File: config.mk
export PLATFORM = sky130hd
export DESIGN_NAME = cpu_seq_core
export DESIGN_NICKNAME = d
export VERILOG_FILES = /design/src/cpu_seq_pkg.sv /design/src/core_link_if.sv /design/src/vec_map.sv /design/src/track_enc.sv /design/src/cpu_seq_core.sv
export SDC_FILE = /design/constraint.sdc
export NUM_CORES = 1
export LEC_CHECK = 0
export BUFFER_PORTS_ARGS = -buffer_cell sky130_fd_sc_hd__buf_2
export CAP_MARGIN = 20
export CORE_ASPECT_RATIO = 0.7
export CORE_UTILIZATION = 37
export CTS_CLUSTER_SIZE = 28
export DETAILED_ROUTE_END_ITERATION = 8
export PLACE_DENSITY = 0.65
export SLEW_MARGIN = 10
export SYNTH_ARGS = -nofsm -noshare
export SYNTH_HDL_FRONTEND = slang
export SYNTH_SLANG_ARGS = --single-unit
File: constraint.sdc
create_clock -name core_clk -period 7.4 [get_ports core_clk]
set_clock_uncertainty 0.2 [all_clocks]
set_input_delay 1.48 -clock core_clk [delete_from_list [all_inputs] [get_ports core_clk]]
set_output_delay 1.48 -clock core_clk [all_outputs]
set_load 0.03 [all_outputs]
File: src/cpu_seq_pkg.sv
// Shared constants and types for the instruction sequencer and exception front end
// Operation
// - Three-stage instruction FIFO, stages A, B, C
// - Opcodes latch into A, advance to B
// - Operands from stage B are eight bits
// - Finished opcode moves B to C
// - Counter is six bytes ahead at start
// - Two multiplexed tracking outputs from sequencing
// - Flow change loads new stream address
// - Flush A and B, keep return address
// - Bus cycle at least two whole clocks
// - Internal operations take two clocks each
// - One instruction executes at a time
// - Vector table in lowest 512 bytes, bank 0
// - Reset four program words, others one data word
// - 56 fixed vectors, user vectors 38 to FF
// - Vector address is number shifted left once
// - Vectors come from outside or core
// - Reset words give banks, counter, stack, index
// - Fixed vector numbers for core exceptions
// - Stack counter and condition codes at stack
// - Stacked counter is next instruction plus six
// - Clear program bank, then load vector
// - Eight active-low states over two phases
package cpu_seq_pkg;
  localparam int unsigned ADDR_W = 20;
  localparam int unsigned WORD_W = 16;
  localparam int unsigned BANK_W = 4;
  localparam int unsigned VEC_W = 8;
  localparam int unsigned VTAB_AW = 9;  // 512-byte table
  localparam logic [1:0] RST_WORDS_LAST = 2'h3;
  localparam int unsigned PBANK_LSB = 0;
  localparam int unsigned SBANK_LSB = 4;
  localparam int unsigned ZBANK_LSB = 8;
  localparam logic [15:0] WORD_STEP = 16'h0002;
  localparam logic [15:0] PF_AHEAD = 16'h0006;
  localparam logic [19:0] RET_OFS = 20'h00006;
  localparam logic [7:0] VEC_BKPT = 8'h04;
  localparam logic [7:0] VEC_BUSERR = 8'h05;
  localparam logic [7:0] VEC_SWI = 8'h06;
  localparam logic [7:0] VEC_ILLEGAL = 8'h07;
  localparam logic [7:0] VEC_DIVZERO = 8'h08;
  localparam logic [7:0] VEC_UNINIT = 8'h0f;
  localparam logic [7:0] VEC_AUTO_BASE = 8'h10;
  localparam logic [7:0] VEC_SPURIOUS = 8'h18;
  localparam logic [7:0] VEC_USER_FIRST = 8'h38;
  typedef enum logic [2:0] {
    EXK_BKPT     = 3'h0,
    EXK_BUSERR   = 3'h1,
    EXK_SWI      = 3'h2,
    EXK_ILLEGAL  = 3'h3,
    EXK_DIVZERO  = 3'h4,
    EXK_UNINIT   = 3'h5,
    EXK_SPURIOUS = 3'h6
  } exc_kind_t;
endpackage

File: src/core_link_if.sv
// Links the sequencer to its tracking encoder and vector mapper
`timescale 1ns/1ps
interface core_link_if;
  logic                  fetch;
  logic                  start;
  logic                  advance;
  logic                  excp;
  logic                  invalid;
  logic                  xext;
  logic                  xauto;
  logic [2:0]            xlvl;
  logic [7:0]            xvec;
  cpu_seq_pkg::exc_kind_t xkind;
  logic [7:0]            vnum;
  logic [8:0]            vaddr;
  logic                  vuser;
  modport seq (output fetch, start, advance, excp, invalid, xext, xauto, xlvl, xvec, xkind,
               input vnum, vaddr, vuser);
  modport enc (input fetch, start, advance, excp, invalid);
  modport map (input xext, xauto, xlvl, xvec, xkind, output vnum, vaddr, vuser);
endinterface

File: src/vec_map.sv
// Maps an exception source to its vector number and table address
`timescale 1ns/1ps
module vec_map (
  // Clock and reset
  input  wire logic core_clk,
  input  wire logic rstn,
  // Exception source and vector
  core_link_if.map  lk
);
  typedef struct packed {
    logic [7:0] num;
    logic [8:0] addr;
    logic       user;
  } map_t;
  map_t s, n;

  // Pick the vector number, then shift it into a table offset
  always_comb begin
    n = s;
    if (lk.xext && lk.xauto) begin
      n.num = 8'(cpu_seq_pkg::VEC_AUTO_BASE + {5'h00, lk.xlvl});
    end else if (lk.xext) begin
      n.num = lk.xvec;
    end else begin
      unique case (lk.xkind)
        cpu_seq_pkg::EXK_BKPT:     n.num = cpu_seq_pkg::VEC_BKPT;
        cpu_seq_pkg::EXK_BUSERR:   n.num = cpu_seq_pkg::VEC_BUSERR;
        cpu_seq_pkg::EXK_SWI:      n.num = cpu_seq_pkg::VEC_SWI;
        cpu_seq_pkg::EXK_ILLEGAL:  n.num = cpu_seq_pkg::VEC_ILLEGAL;
        cpu_seq_pkg::EXK_DIVZERO:  n.num = cpu_seq_pkg::VEC_DIVZERO;
        cpu_seq_pkg::EXK_UNINIT:   n.num = cpu_seq_pkg::VEC_UNINIT;
        cpu_seq_pkg::EXK_SPURIOUS: n.num = cpu_seq_pkg::VEC_SPURIOUS;
        default:                   n.num = cpu_seq_pkg::VEC_SPURIOUS;
      endcase
    end
    n.addr = {n.num, 1'b0};
    n.user = (n.num >= cpu_seq_pkg::VEC_USER_FIRST);
  end

  // State register
  always_ff @(posedge core_clk or negedge rstn) begin
    if (!rstn) begin
      s <= '0;
    end else begin
      s <= n;
    end
  end

  assign lk.vnum  = s.num;
  assign lk.vaddr = s.addr;
  assign lk.vuser = s.user;
endmodule

File: src/track_enc.sv
// Multiplexes pipeline events onto two active-low tracking lines
`timescale 1ns/1ps
module track_enc (
  // Clock and reset
  input  wire logic core_clk,
  input  wire logic rstn,
  // Pipeline events
  core_link_if.enc  lk,
  // Tracking lines
  output logic      trk_a,
  output logic      trk_b,
  output logic      trk_phase
);
  typedef struct packed {
    logic ph;
    logic p_fetch;
    logic p_start;
    logic p_adv;
    logic p_exc;
    logic p_inv;
    logic a;
    logic b;
  } enc_t;
  enc_t s, n;

  // Phase one shows start/fetch, phase two shows invalid/advance/exception
  always_comb begin
    n = s;
    n.p_fetch = s.p_fetch | lk.fetch;
    n.p_start = s.p_start | lk.start;
    n.p_adv   = s.p_adv | lk.advance;
    n.p_exc   = s.p_exc | lk.excp;
    n.p_inv   = s.p_inv | lk.invalid;
    n.ph      = ~s.ph;
    if (!s.ph) begin
      n.b = ~n.p_fetch;
      n.a = ~n.p_start;
      n.p_fetch = 1'b0;
      n.p_start = 1'b0;
    end else if (n.p_inv) begin
      n.b = 1'b0;
      n.a = 1'b0;
      n.p_inv = 1'b0;
    end else if (n.p_adv) begin
      n.b = 1'b0;
      n.a = 1'b1;
      n.p_adv = 1'b0;
    end else begin
      n.b = 1'b1;
      n.a = ~n.p_exc;
      n.p_exc = 1'b0;
    end
  end

  // State register, lines idle high
  always_ff @(posedge core_clk or negedge rstn) begin
    if (!rstn) begin
      s <= '0;
      s.a <= 1'b1;
      s.b <= 1'b1;
    end else begin
      s <= n;
    end
  end

  assign trk_a     = s.a;
  assign trk_b     = s.b;
  assign trk_phase = s.ph;
endmodule

File: src/cpu_seq_core.sv
// Instruction prefetch pipeline, sequencer and exception vectoring
`timescale 1ns/1ps
module cpu_seq_core #(
  parameter int unsigned OPS_W = 4
) (
  // Clock and reset
  input  wire logic                  core_clk,
  input  wire logic                  rstn,
  // Memory bus
  output logic                       bus_req,
  output logic                       bus_wr,
  output logic                       bus_prog_space,
  output logic [19:0]                bus_addr,
  output logic [15:0]                bus_wdata,
  input  wire logic                  bus_ack,
  input  wire logic [15:0]           bus_rdata,
  // Execution unit
  input  wire logic                  exec_done,
  input  wire logic [OPS_W-1:0]      exec_int_ops,
  input  wire logic                  exec_flow,
  input  wire logic                  exec_flow_temp,
  input  wire logic [19:0]           exec_flow_target,
  output logic                       exec_start,
  output logic [15:0]                stage_a_word,
  output logic [15:0]                stage_b_opcode,
  output logic [7:0]                 stage_b_operand8,
  output logic [15:0]                stage_c_opcode,
  output logic [19:0]                return_addr,
  // Exception request
  input  wire logic                  exc_req,
  input  wire logic                  exc_ext,
  input  wire logic                  exc_auto,
  input  wire logic [2:0]            exc_level,
  input  wire logic [7:0]            exc_vec,
  input  wire cpu_seq_pkg::exc_kind_t exc_kind,
  output logic                       exc_ack,
  output logic                       vec_user,
  // Pipeline tracking
  output logic                       pipe_track_out_a,
  output logic                       pipe_track_out_b,
  output logic                       track_phase
);
  if (OPS_W < 1 || OPS_W > 8) begin : g_bad_ops
    $error("OPS_W must be 1 to 8");
  end

  typedef enum logic [7:0] {
    S_RSTV   = 8'h01,
    S_FILL   = 8'h02,
    S_EXEC   = 8'h04,
    S_INTOP  = 8'h08,
    S_RETIRE = 8'h10,
    S_PUSHPC = 8'h20,
    S_PUSHCC = 8'h40,
    S_VEC    = 8'h80
  } state_t;

  typedef struct packed {
    state_t                 st;
    logic                   step;
    logic [1:0]             rwi;
    logic                   breq;
    logic                   bwr;
    logic                   bprog;
    logic                   bfetch;
    logic                   bcnt;
    logic [19:0]            baddr;
    logic [15:0]            bwdata;
    logic [15:0]            pc;
    logic [15:0]            ccode;
    logic [15:0]            sp;
    logic [15:0]            dpix;
    logic [3:0]             sbank;
    logic [3:0]             zbank;
    logic [15:0]            a;
    logic [15:0]            b;
    logic [15:0]            c;
    logic [15:0]            pf;
    logic [19:0]            a_addr;
    logic [19:0]            b_addr;
    logic [19:0]            pf_addr;
    logic                   a_v;
    logic                   b_v;
    logic                   pf_v;
    logic                   flow;
    logic                   ftmp;
    logic [19:0]            ftgt;
    logic [19:0]            ret;
    logic [OPS_W:0]         cnt;
    logic                   xext;
    logic                   xauto;
    logic [2:0]             xlvl;
    logic [7:0]             xvec;
    cpu_seq_pkg::exc_kind_t xkind;
    logic                   start;
    logic                   ack;
    logic                   fetch;
    logic                   adv;
    logic                   excp;
    logic                   inval;
  } seq_t;

  seq_t s, n;
  logic done;
  core_link_if lk ();

  // Open a bus cycle with the given address, direction and space
  function automatic seq_t go(seq_t x, logic [19:0] ad, logic wr, logic prog, logic fch,
                              logic [15:0] wd);
    seq_t y;
    y = x;
    y.breq   = 1'b1;
    y.bcnt   = 1'b0;
    y.baddr  = ad;
    y.bwr    = wr;
    y.bprog  = prog;
    y.bfetch = fch;
    y.bwdata = wd;
    return y;
  endfunction

  // Bus cycle ends on ack, never before its second clock
  assign done = s.breq && s.bcnt && bus_ack;

  // Sequencer next state
  always_comb begin
    n = s;
    n.start = 1'b0;
    n.ack   = 1'b0;
    n.fetch = 1'b0;
    n.adv   = 1'b0;
    n.excp  = 1'b0;
    n.inval = 1'b0;
    if (s.breq) begin
      n.bcnt = 1'b1;
    end
    if (done) begin
      n.breq = 1'b0;
      n.bcnt = 1'b0;
      n.bwr  = 1'b0;
    end
    // Prefetch words park ahead of stage A
    if (done && s.bfetch && s.st != S_FILL) begin
      n.pf   = bus_rdata;
      n.pf_v = 1'b1;
    end
    unique case (s.st)
      // Four program-space reset words load banks, counter, stack, index
      S_RSTV: begin
        if (!s.breq && !s.step) begin
          n = go(n, 20'({s.rwi, 1'b0}), 1'b0, 1'b1, 1'b0, 16'h0000);
          n.step = 1'b1;
        end else if (done) begin
          n.step = 1'b0;
          n.rwi  = 2'(s.rwi + 2'h1);
          unique case (s.rwi)
            2'h0: begin
              n.zbank = bus_rdata[cpu_seq_pkg::ZBANK_LSB +: 4];
              n.sbank = bus_rdata[cpu_seq_pkg::SBANK_LSB +: 4];
              n.ccode[cpu_seq_pkg::PBANK_LSB +: 4] = bus_rdata[cpu_seq_pkg::PBANK_LSB +: 4];
            end
            2'h1: n.pc = bus_rdata;
            2'h2: n.sp = bus_rdata;
            default: n.dpix = bus_rdata;
          endcase
          if (s.rwi == cpu_seq_pkg::RST_WORDS_LAST) begin
            n.st = S_FILL;
          end
        end
      end
      // Refill A then B from the current stream
      S_FILL: begin
        if (done && s.bfetch) begin
          n.a      = bus_rdata;
          n.a_addr = s.baddr;
          n.a_v    = 1'b1;
          if (s.a_v) begin
            n.b      = s.a;
            n.b_addr = s.a_addr;
            n.b_v    = 1'b1;
            n.adv    = 1'b1;
          end
        end else if (!s.breq) begin
          n = go(n, {s.ccode[3:0], s.pc}, 1'b0, 1'b1, 1'b1, 16'h0000);
          n.pc    = 16'(s.pc + cpu_seq_pkg::WORD_STEP);
          n.fetch = 1'b1;
          if (s.a_v && s.b_v) begin
            n.pf_addr = {s.ccode[3:0], s.pc};
            n.pf_v    = 1'b0;
            n.start   = 1'b1;
            n.st      = S_EXEC;
          end
        end
      end
      // One instruction in stage B at a time
      S_EXEC: begin
        if (exec_done) begin
          n.cnt  = {exec_int_ops, 1'b0};
          n.flow = exec_flow;
          n.ftmp = exec_flow_temp;
          n.ftgt = exec_flow_target;
          n.st   = (exec_int_ops == '0) ? S_RETIRE : S_INTOP;
        end
      end
      // Two clocks per internal operation
      S_INTOP: begin
        n.cnt = (OPS_W + 1)'(s.cnt - 1'b1);
        if (s.cnt <= 1) begin
          n.st = S_RETIRE;
        end
      end
      // Retire to C, then branch, take an exception, or advance
      S_RETIRE: begin
        if (!s.breq) begin
          n.c = s.b;
          if (s.flow) begin
            n.pc         = s.ftgt[15:0];
            n.ccode[3:0] = s.ftgt[19:16];
            n.ret        = s.ftmp ? s.a_addr : s.ret;
            n.a_v        = 1'b0;
            n.b_v        = 1'b0;
            n.pf_v       = 1'b0;
            n.inval      = 1'b1;
            n.st         = S_FILL;
          end else if (exc_req) begin
            n.ret   = 20'(s.a_addr + cpu_seq_pkg::RET_OFS);
            n.xext  = exc_ext;
            n.xauto = exc_auto;
            n.xlvl  = exc_level;
            n.xvec  = exc_vec;
            n.xkind = exc_kind;
            n.ack   = 1'b1;
            n.excp  = 1'b1;
            n.inval = 1'b1;
            n.a_v   = 1'b0;
            n.b_v   = 1'b0;
            n.pf_v  = 1'b0;
            n.step  = 1'b0;
            n.st    = S_PUSHPC;
          end else begin
            n.b       = s.a;
            n.b_addr  = s.a_addr;
            n.a       = s.pf;
            n.a_addr  = s.pf_addr;
            n.adv     = 1'b1;
            n         = go(n, {s.ccode[3:0], s.pc}, 1'b0, 1'b1, 1'b1, 16'h0000);
            n.pf_addr = {s.ccode[3:0], s.pc};
            n.pf_v    = 1'b0;
            n.pc      = 16'(s.pc + cpu_seq_pkg::WORD_STEP);
            n.fetch   = 1'b1;
            n.start   = 1'b1;
            n.st      = S_EXEC;
          end
        end
      end
      // Push low counter word at the stack
      S_PUSHPC: begin
        if (!s.breq && !s.step) begin
          n.sp   = 16'(s.sp - cpu_seq_pkg::WORD_STEP);
          n      = go(n, {s.sbank, n.sp}, 1'b1, 1'b0, 1'b0, s.ret[15:0]);
          n.step = 1'b1;
        end else if (done) begin
          n.step = 1'b0;
          n.st   = S_PUSHCC;
        end
      end
      // Push condition codes carrying the return bank, then clear it
      S_PUSHCC: begin
        if (!s.breq && !s.step) begin
          n.sp       = 16'(s.sp - cpu_seq_pkg::WORD_STEP);
          n            = go(n, {s.sbank, n.sp}, 1'b1, 1'b0, 1'b0, {s.ccode[15:4], s.ret[19:16]});
          n.ccode[3:0] = 4'h0;
          n.step     = 1'b1;
        end else if (done) begin
          n.step = 1'b0;
          n.st   = S_VEC;
        end
      end
      // One data-space vector word from bank 0
      S_VEC: begin
        if (!s.breq && !s.step) begin
          n      = go(n, 20'(lk.vaddr), 1'b0, 1'b0, 1'b0, 16'h0000);
          n.step = 1'b1;
        end else if (done) begin
          n.pc   = bus_rdata;
          n.step = 1'b0;
          n.st   = S_FILL;
        end
      end
      default: n.st = S_RSTV;
    endcase
  end

  // State register
  always_ff @(posedge core_clk or negedge rstn) begin
    if (!rstn) begin
      s    <= '0;
      s.st <= S_RSTV;
    end else begin
      s <= n;
    end
  end

  assign lk.fetch   = s.fetch;
  assign lk.start   = s.start;
  assign lk.advance = s.adv;
  assign lk.excp    = s.excp;
  assign lk.invalid = s.inval;
  assign lk.xext    = s.xext;
  assign lk.xauto   = s.xauto;
  assign lk.xlvl    = s.xlvl;
  assign lk.xvec    = s.xvec;
  assign lk.xkind   = s.xkind;

  vec_map u_map (
    .core_clk (core_clk),
    .rstn     (rstn),
    .lk       (lk.map)
  );

  track_enc u_trk (
    .core_clk  (core_clk),
    .rstn      (rstn),
    .lk        (lk.enc),
    .trk_a     (pipe_track_out_a),
    .trk_b     (pipe_track_out_b),
    .trk_phase (track_phase)
  );

  // Registered outputs
  assign bus_req          = s.breq;
  assign bus_wr           = s.bwr;
  assign bus_prog_space   = s.bprog;
  assign bus_addr         = s.baddr;
  assign bus_wdata        = s.bwdata;
  assign exec_start       = s.start;
  assign stage_a_word     = s.a;
  assign stage_b_opcode   = s.b;
  assign stage_b_operand8 = s.b[7:0];
  assign stage_c_opcode   = s.c;
  assign return_addr      = s.ret;
  assign exc_ack          = s.ack;
  assign vec_user         = lk.vuser;
endmodule

==> results.yml, run 1 <==
finish:
  design_area_sq_mm: 0.01513
  syn_to_final_growth_pct: 10.95
  drive_gt1_frac: 0.2546
  nets: 1456
  post-route-util: 0.4188
  finalNonFillerCells: 1886
  diodes: 0
  fillCellCount: 3544
placement:
  port_buffers: 183
  placedCellCount: 1831
  post-dp-hpwl_um: 26210
  gp_congestion: 0.9029
  detailed_place.area_sq_mm: 0.01416
yosys:
  synth.top_cells.by_area: "dfrtp_1 51%, mux2_2 7.3%, buf_4 6.2%"
  synthDistinctLibCells: 70
  synthFlopType: "dfrtp_1"
  synthSimpleGateAreaFrac: 0.1323
  synth_mux_area_frac: 0.07723
  synth_top_area_frac: 0.5137
  synth_seq_area_share: 0.5194
  syn_avg_cell_area_sq_um: 10.19
  synth_cells: 1338
  synthAdderAreaFrac: 0.008255
  synthesis.nets: 1410
  yosys_register_bits: 283
  synth_top_cells_by_count: "280 x dfrtp_1, 167 x nand2_1, 112 x buf_4"
  synth_top_cell_by_area: "dfrtp_1"
  synth_compound_area_frac: 0.1495
  synth_xor_area_frac: 0.02055
  ys_warn_count: 0
  yosysMostFrequentCell: "dfrtp_1"
  synth_edf_count: 0
  synthArstFlopShare: 1.000
  mappedNetlistArea_sq_mm: 0.01364
  synth_top_family_by_area: "compound AO/OA/AOI/OAI gates"
clock_tree:
  ctsResizeCount: 0
  path_clk_slew_ns: 0.06
  clock_latency_ns: 0.56
  cts-root-buf: "clkbuf_16"
  clk_path_buf_depth: 3
  hold_buffers: 0
  cts_tree: "built"
  numCtsBuffers: 29
  postCtsSetupBuffers: 0
  cts.htree.levels: 1
  clkSinkCount: 283
grt:
  grt_max_degree: 175
  antenna_found_initial: 0
  grt_pass1_vias: 9642
  grt_use_total: 0.1966
  grt_pass1_wl_um: 57450
  overflow: 0
die:
  die_w_um: 231.5
  die_area_sq_mm: 0.03765
  fp.dieH_um: 162.6
  ioPinCount: 184
  rows: 58
  core-area_sq_mm: 0.03614
  floorplan.initialDensity: 0.3774
timing:
  fmax_mhz: 273.4
  setup_tns_ns: 0
  slew_headroom: 0.2670
  slew_violations: 0
  setup_viol: 0
  fin_crit_sh: 0.4943
  rsz0062_at_grt: "no"
  period_minus_slack_ns: 3.658
  finalHoldViolCount: 0
  tightest_slew_ns: 1.099
route:
  drtIter0Drc: 854
  ant_nets: 0
  viasPerCell: 5.454
  num_vias: 10290
  wl_per_cell_um: 19.52
  first_pass_iters: 5
  wl_um: 36810
  drc_errors: 0
critical_path:
  startpoint_type: "flop"
  r2r_slack_ns: 3.74
  path_class: "flop to flop"
  r2r_start: "s[313]"
  crit_fanout: 36
  crit_arrival_ns: 3.94
  worstRegToRegCells: 5
  required_ns: 7.68
  end_kind: "flop"
  r2r-end: "stage_a_word[7]"
power_and_ir_drop:
  power_density_mw_per_mm2: 347.5
  p_leak_nw: 7.208
  power.share.clock: 0.280
  p_int_mw: 3.302
  peakVddDrop_mv: 0.1666
  combPwrFrac: 0.294
  p_sw_mw: 1.957
  switching_share: 0.3722
  p_seq_frac: 0.426
worst_hold_path:
  hold_path_end: "u_trk.trk_b"
  holdPathStages: 1
  min_from: "u_trk.s[6]"
  hold_path.class: "flop to flop"
outcome:
  status: "finished, final reports clean"
job:
  drv_cap: 0
[stage by stage]
step	setup slack [ns]	power [mW]	hold slack, ns
6_report	3.742	5.259	0.2245
3_3_place_gp	3.349	3.756	0.2015
4_1_cts	3.549	5.276	0.2257
5_1_grt	3.538	5.561	0.2485
2_1_floorplan	3.928	3.413	0.1890
3_5_place_dp	3.268	3.788	0.2150
[critical path, stage by stage, from the launching register on]
cell and delay, ns:
dfrtp_1 0.48, or4_1 0.73, or3_1 0.83, nor2_4 0.91
a22oi_1 0.21, a21oi_1 0.20
[flip-flops by register name (all words and copies together) (netlist names), 3 cells and up]
register	cells
stage_b_opcode	16
return_addr	20
stage_c_opcode	16
s	138
u_map.lk.vaddr	8
bus_addr	20
u_trk.s	5
lk.xvec	8
lk.xlvl	3
stage_a_word	16
bus_wdata	16
lk.xkind	3
[area by class of cell]
| cell class | count | area [sq um] | share of cell area |
|---|---|---|---|
| clock inverter | 13 | 127.6 | 0.008433 |
| sequential | 283 | 7086 | 0.4682 |
| inverter | 29 | 108.9 | 0.007192 |
| clock buffer | 40 | 817.0 | 0.05398 |
| tap | 480 | 600.6 | 0.03968 |
| timing repair buffer | 200 | 1077 | 0.07118 |
| multi-input combinational | 841 | 5318 | 0.3514 |
[routing by layer]
metal  GRT usage  up-vias  wire, um
met3     0.04097       48      2676
met5           0        -         0
met1      0.3012     5181     17900
met2      0.2793      355     15410
met4     0.04756        0       830
li1            -     4703         -
[layout by cell type, fill, tap and decap left out, types with 23 or more instances in the layout]
master,synthesis,routed
nor2_1,104,104
a22oi_1,58,58
clkbuf_16,0,29
nand3_1,30,30
dfrtp_1,280,280
buf_2,9,182
a21oi_1,97,96
mux2_2,89,89
inv_1,29,29
a22o_1,23,23
o21ai_0,40,40
nand2_1,167,167
[power groups by stage]
| stage | Sequential [mW] | Clock [mW] | Combinational, mW |
|---|---|---|---|
| 3_5_place_dp | 2.26 | 0 | 1.53 |
| 5_1_grt | 2.29 | 1.57 | 1.70 |
| 3_3_place_gp | 2.25 | 0 | 1.51 |
| 2_1_floorplan | 2.14 | 0 | 1.28 |
| 6_report | 2.24 | 1.47 | 1.55 |
| 4_1_cts | 2.23 | 1.51 | 1.53 |
[worst max path at each step]
stage,from,to,slack [ns]
floorplan,bus_ack,s[137],3.93
global placement,bus_ack,s[252],3.35
detailed placement,bus_ack,s[252],3.27
CTS,s[313],s[311],3.55
global route,s[313],stage_a_word[3],3.54
finish,s[313],stage_a_word[7],3.74
[logic make-up after synthesis]
kind of cell | Yosys count
and+or+nand+nor | 398
AOI/OAI and AO/OA | 308
DFF | 283
buffers and inverters | 214
muxes | 94
xor gates and xnor gates | 32
adders and majority gates | 9
(Power assumes the default switching activity.)
==> run 2: changes to the inputs <==
==> constraint.sdc (replaced) <==
create_clock -name core_clk -period 3.4 [get_ports core_clk]
set_clock_uncertainty 0.2 [all_clocks]
set_input_delay 0.68 -clock core_clk [delete_from_list [all_inputs] [get_ports core_clk]]
set_output_delay 0.68 -clock core_clk [all_outputs]
set_load 0.03 [all_outputs]
==> results.yml, run 2 (same netlist as run 1, synthesis figures left out) <==
critical_path:
  r2r_slack_ns: 0.36
  end_kind: "flop"
  startpoint_type: "flop"
  r2r_start: "s[313]"
  crit_start: "s[313]"
  path_class: "flop to flop"
  critPathCapture: "bus_wdata[8]"
  r2r-end: "bus_wdata[8]"
  crit_fanout: 32
  worstRegToRegCells: 6
  required_ns: 3.65
  crit_arrival_ns: 3.29
route:
  drtIter0Drc: 878
  wl_um: 37910
  drc_errors: 0
  wl_per_cell_um: 19.79
  ant_nets: 0
  num_vias: 10230
  first_pass_iters: 7
  viasPerCell: 5.338
timing:
  setup_viol: 0
  slew_headroom: 0.2729
  period_minus_slack_ns: 3.041
  slew_violations: 0
  finalHoldViolCount: 0
  fmax_mhz: 328.9
  fin_crit_sh: 0.8943
  rsz0062_at_grt: "no"
  setup_tns_ns: 0
  tightest_slew_ns: 1.087
clock_tree:
  clkSinkCount: 283
  cts-root-buf: "clkbuf_16"
  numCtsBuffers: 30
  clk_path_buf_depth: 3
  clock_latency_ns: 0.58
  cts.htree.levels: 1
  postCtsSetupBuffers: 0
  path_clk_slew_ns: 0.07
  cts_tree: "built"
job:
  drv_cap: 0
die:
  core-area_sq_mm: 0.03614
  die_area_sq_mm: 0.03765
  ioPinCount: 184
  rows: 58
  die_w_um: 231.5
  floorplan.initialDensity: 0.3774
  fp.dieH_um: 162.6
worst_hold_path:
  hold_path.class: "primary input to flop"
finish:
  final_common_cell: "dfrtp_1"
  nets: 1486
  largest_reg_flops: 138
  syn_to_final_growth_pct: 13.61
  max_flop_register: "s"
  drive_gt1_frac: 0.2711
  finalNonFillerCells: 1916
  layout_common_cells: "280 x dfrtp_1, 182 x buf_2, 167 x nand2_1"
placement:
  post-dp-hpwl_um: 27530
  gp_congestion: 0.9593
  placedCellCount: 1861
  port_buffers: 183
power_and_ir_drop:
  peakVddDrop_mv: 0.4234
  fin_total_pwr_mw: 11.70
  p_leak_nw: 7.389
  power_density_mw_per_mm2: 754.9
grt:
  grt_pass1_vias: 9773
  grt_use_total: 0.2013
  antenna_found_initial: 0
  grt_pass1_wl_um: 58680
  overflow: 0
  grt_max_degree: 76
outcome:
  status: "finished, final reports clean"
run 2: changes by cell type in the layout (fill, tap and decap cells not counted), sizes merged, moves of 3 or more:
cell      previous run  this run
buf                200       228
clkinv               8         4
clkbuf              40        43
clkinvlp             2         5
run 2: how the worst min path moves through the flow:
| stage | startpoint | end | slack [ns] | cells past startpoint |
|---|---|---|---|---|
| floorplan | rstn | bus_addr[0] | 0.18 | 0 |
| global placement | u_trk.s[5] | u_trk.trk_a | 0.20 | 1 |
| detailed placement | u_trk.s[5] | u_trk.trk_a | 0.22 | 1 |
| CTS | exc_kind[1] | lk.xkind[1] | 0.1 | 3 |
| global route | exc_kind[1] | lk.xkind[1] | 0.12 | 3 |
| finish | exc_kind[1] | lk.xkind[1] | 0.12 | 3 |
run 2: what timing repair did:
item,in CTS,in global routing
resized for setup,0,1
hold endpoints to repair,67,0
setup endpoints to repair,0,5
hold buffers,1,0
run 2: per-stage QoR:
| step | cell area (sq um) | utilization | hold slack, ns | worst slack, ns |
|---|---|---|---|---|
| 2_1_floorplan | 13640 | - | 0.1844 | 0.5344 |
| 3_3_place_gp | 14470 | 0.4005 | 0.1995 | 0.2683 |
| 3_5_place_dp | 14470 | 0.4005 | 0.2168 | 0.2228 |
| 4_1_cts | 15490 | 0.4286 | 0.09765 | 0.2078 |
| 5_1_grt | 15490 | 0.4287 | 0.1203 | 0.2585 |
| 6_report | 15500 | 0.4288 | 0.1171 | 0.3594 |
run 2: power breakdown:
group	leakage, nW	internal (mW)	switching, mW
Combinational	3.23	1.33	2.19
Clock	0.481	1.93	1.40
Sequential	3.68	4.11	0.748
Total	7.39	7.37	4.33
run 2: metal layers:
layer  global-route usage  share of wire
met3              0.05007          0.085
met4              0.05057          0.023
met5                    0              0
met1               0.3021           0.47
met2               0.2863           0.42
run 2: final cells by class:
cell class | instances | area [sq um]
inverters | 29 | 108.9
multi-input cells | 841 | 5320
clock buffers | 43 | 910.9
flip-flops and latches | 283 | 7086
clock inverters | 10 | 95.09
diodes | 1 | 2.502
fillers | 3428 | 20640
well taps | 480 | 600.6
repair buffers | 229 | 1374
run 2: worst max-delay path: stages (launching register included):
cell     delay [ns]
dfrtp_1        0.47
or4_1          0.58
or4_4          0.57
a31oi_4        0.21
o21ai_4        0.31
buf_4          0.30
a22o_1         0.24
==> run 3: changes to the inputs <==
--- a/config.mk
+++ b/config.mk
@@ -7,11 +7,13 @@
 export LEC_CHECK = 0
 export BUFFER_PORTS_ARGS = -buffer_cell sky130_fd_sc_hd__buf_2
 export CAP_MARGIN = 20
+export CELL_PAD_IN_SITES_DETAIL_PLACEMENT = 1
+export CELL_PAD_IN_SITES_GLOBAL_PLACEMENT = 1
 export CORE_ASPECT_RATIO = 0.7
 export CORE_UTILIZATION = 37
 export CTS_CLUSTER_SIZE = 28
 export DETAILED_ROUTE_END_ITERATION = 8
-export PLACE_DENSITY = 0.65
+export PLACE_DENSITY = 0.78
 export SLEW_MARGIN = 10
 export SYNTH_ARGS = -nofsm -noshare
 export SYNTH_HDL_FRONTEND = slang
==> results.yml, run 3 (same netlist as run 1, synthesis figures left out) <==
grt:
  grt_max_degree: 78
  grt_pass1_vias: 10950
  grt_use_total: 0.2242
  grt_pass1_wl_um: 65490
  antenna_found_initial: 0
  overflow: 0
power_and_ir_drop:
  power_density_mw_per_mm2: 762.6
  peakVddDrop_mv: 0.3674
  fin_total_pwr_mw: 11.87
  p_leak_nw: 7.458
timing:
  slew_violations: 0
  tightest_slew_ns: 0.8004
  slew_headroom: 0.4664
  rsz0062_at_grt: "no"
  setup_tns_ns: 0
  setup_ws_ns: 0.3764
  fmax_mhz: 330.7
  setup_viol: 0
  holdWs_ns: 0.1358
  finalHoldViolCount: 0
  period_minus_slack_ns: 3.024
  fin_crit_sh: 0.8893
die:
  die_w_um: 231.5
  rows: 58
  ioPinCount: 184
  die_area_sq_mm: 0.03765
  core-area_sq_mm: 0.03614
  fp.dieH_um: 162.6
  floorplan.initialDensity: 0.3774
finish:
  nets: 1494
  fillCellCount: 4078
  syn_to_final_growth_pct: 14.08
  largest_reg_flops: 138
  layout_common_cells: "280 x dfrtp_1, 182 x buf_2, 167 x nand2_1"
  drive_gt1_frac: 0.2761
  max_flop_register: "s"
  seq_area_sq_mm: 0.007086
  post-route-util: 0.4306
  final_common_cell: "dfrtp_1"
  finalNonFillerCells: 1926
  design_area_sq_mm: 0.01556
  multiInputGateArea_sq_mm: 0.005306
placement:
  placedCellCount: 1870
  post-dp-hpwl_um: 30520
  port_buffers: 183
  post-place-ws_ns: 0.4111
  detailed_place.area_sq_mm: 0.01456
  gp_congestion: 0.9081
clock_tree:
  numCtsBuffers: 29
  ctsResizeCount: 0
  cts_tree: "built"
  path_clk_slew_ns: 0.06
  clock_latency_ns: 0.57
  cts.htree.levels: 1
  cts-root-buf: "clkbuf_16"
  clkSinkCount: 283
  clk_path_buf_depth: 3
critical_path:
  crit_fanout: 12
  worstRegToRegCells: 6
  r2r_start: "s[313]"
  r2r_slack_ns: 0.38
  end_kind: "flop"
  crit_arrival_ns: 3.26
  required_ns: 3.64
  path_class: "flop to flop"
  r2r-end: "bus_addr[10]"
  startpoint_type: "flop"
route:
  first_pass_iters: 6
  wl_per_cell_um: 21.57
  num_vias: 10590
  viasPerCell: 5.499
  ant_nets: 0
  drtIter0Drc: 786
  wl_um: 41540
  drc_errors: 0
worst_hold_path:
  hold_path_end: "lk.xkind[1]"
  min_from: "exc_kind[1]"
  hold_path.class: "primary input to flop"
  holdPathStages: 3
job:
  drv_cap: 0
outcome:
  status: "finished, final reports clean"
==> run 3: cell types whose count changed in the layout (fill, tap and decap cells not counted), sizes merged <==
cell / delta
inv: +1
buf: +9
clkinv: +6
bufinv: +1
clkbuf: -3
clkinvlp: -4
==> run 3: metal layers <==
metal,vias to the layer above,wire [um],track usage
met5,-,0,0
met1,5426,19700,0.3302
met4,0,769,0.04576
li1,4772,-,-
met3,54,2625,0.04429
met2,340,18440,0.3402
==> run 3: area by class of cell <==
class                      instances  area share
antenna                            1   0.0001608
timing repair buffer             238     0.09424
clock buffer                      40     0.05508
inverter                          29    0.006995
clock inverter                    14    0.008603
sequential                       283      0.4553
tap                              480     0.03859
multi-input combinational        841      0.3410
==> run 3: critical path, stage by stage, from the launching register on <==
cell     delay, ns
dfrtp_1       0.47
or4_1         0.60
or4_4         0.56
a31oi_4       0.19
o21ai_2       0.24
buf_4         0.28
a221o_1       0.36
==> run 3: how the worst max path moves through the flow <==
stage,startpoint,end,slack [ns],cells after the start
detailed placement,s[313],bus_addr[14],0.41,6
CTS,s[313],bus_addr[1],0.39,6
global placement,s[313],bus_addr[11],0.48,6
floorplan,s[313],lk.xauto,0.53,8
finish,s[313],bus_addr[10],0.38,6
global route,s[316],s[222],0.29,8
==> run 3: where the power goes <==
group          internal [mW]  switching (mW)
combinational           1.37            2.23
sequential              4.11           0.861
clock                   1.91            1.38
==> run 3: repair_timing <==
action                                 in CTS  in global routing
endpoints found under the hold margin      69                  0
setup buffers                               0                  0
hold buffers                                1                  0
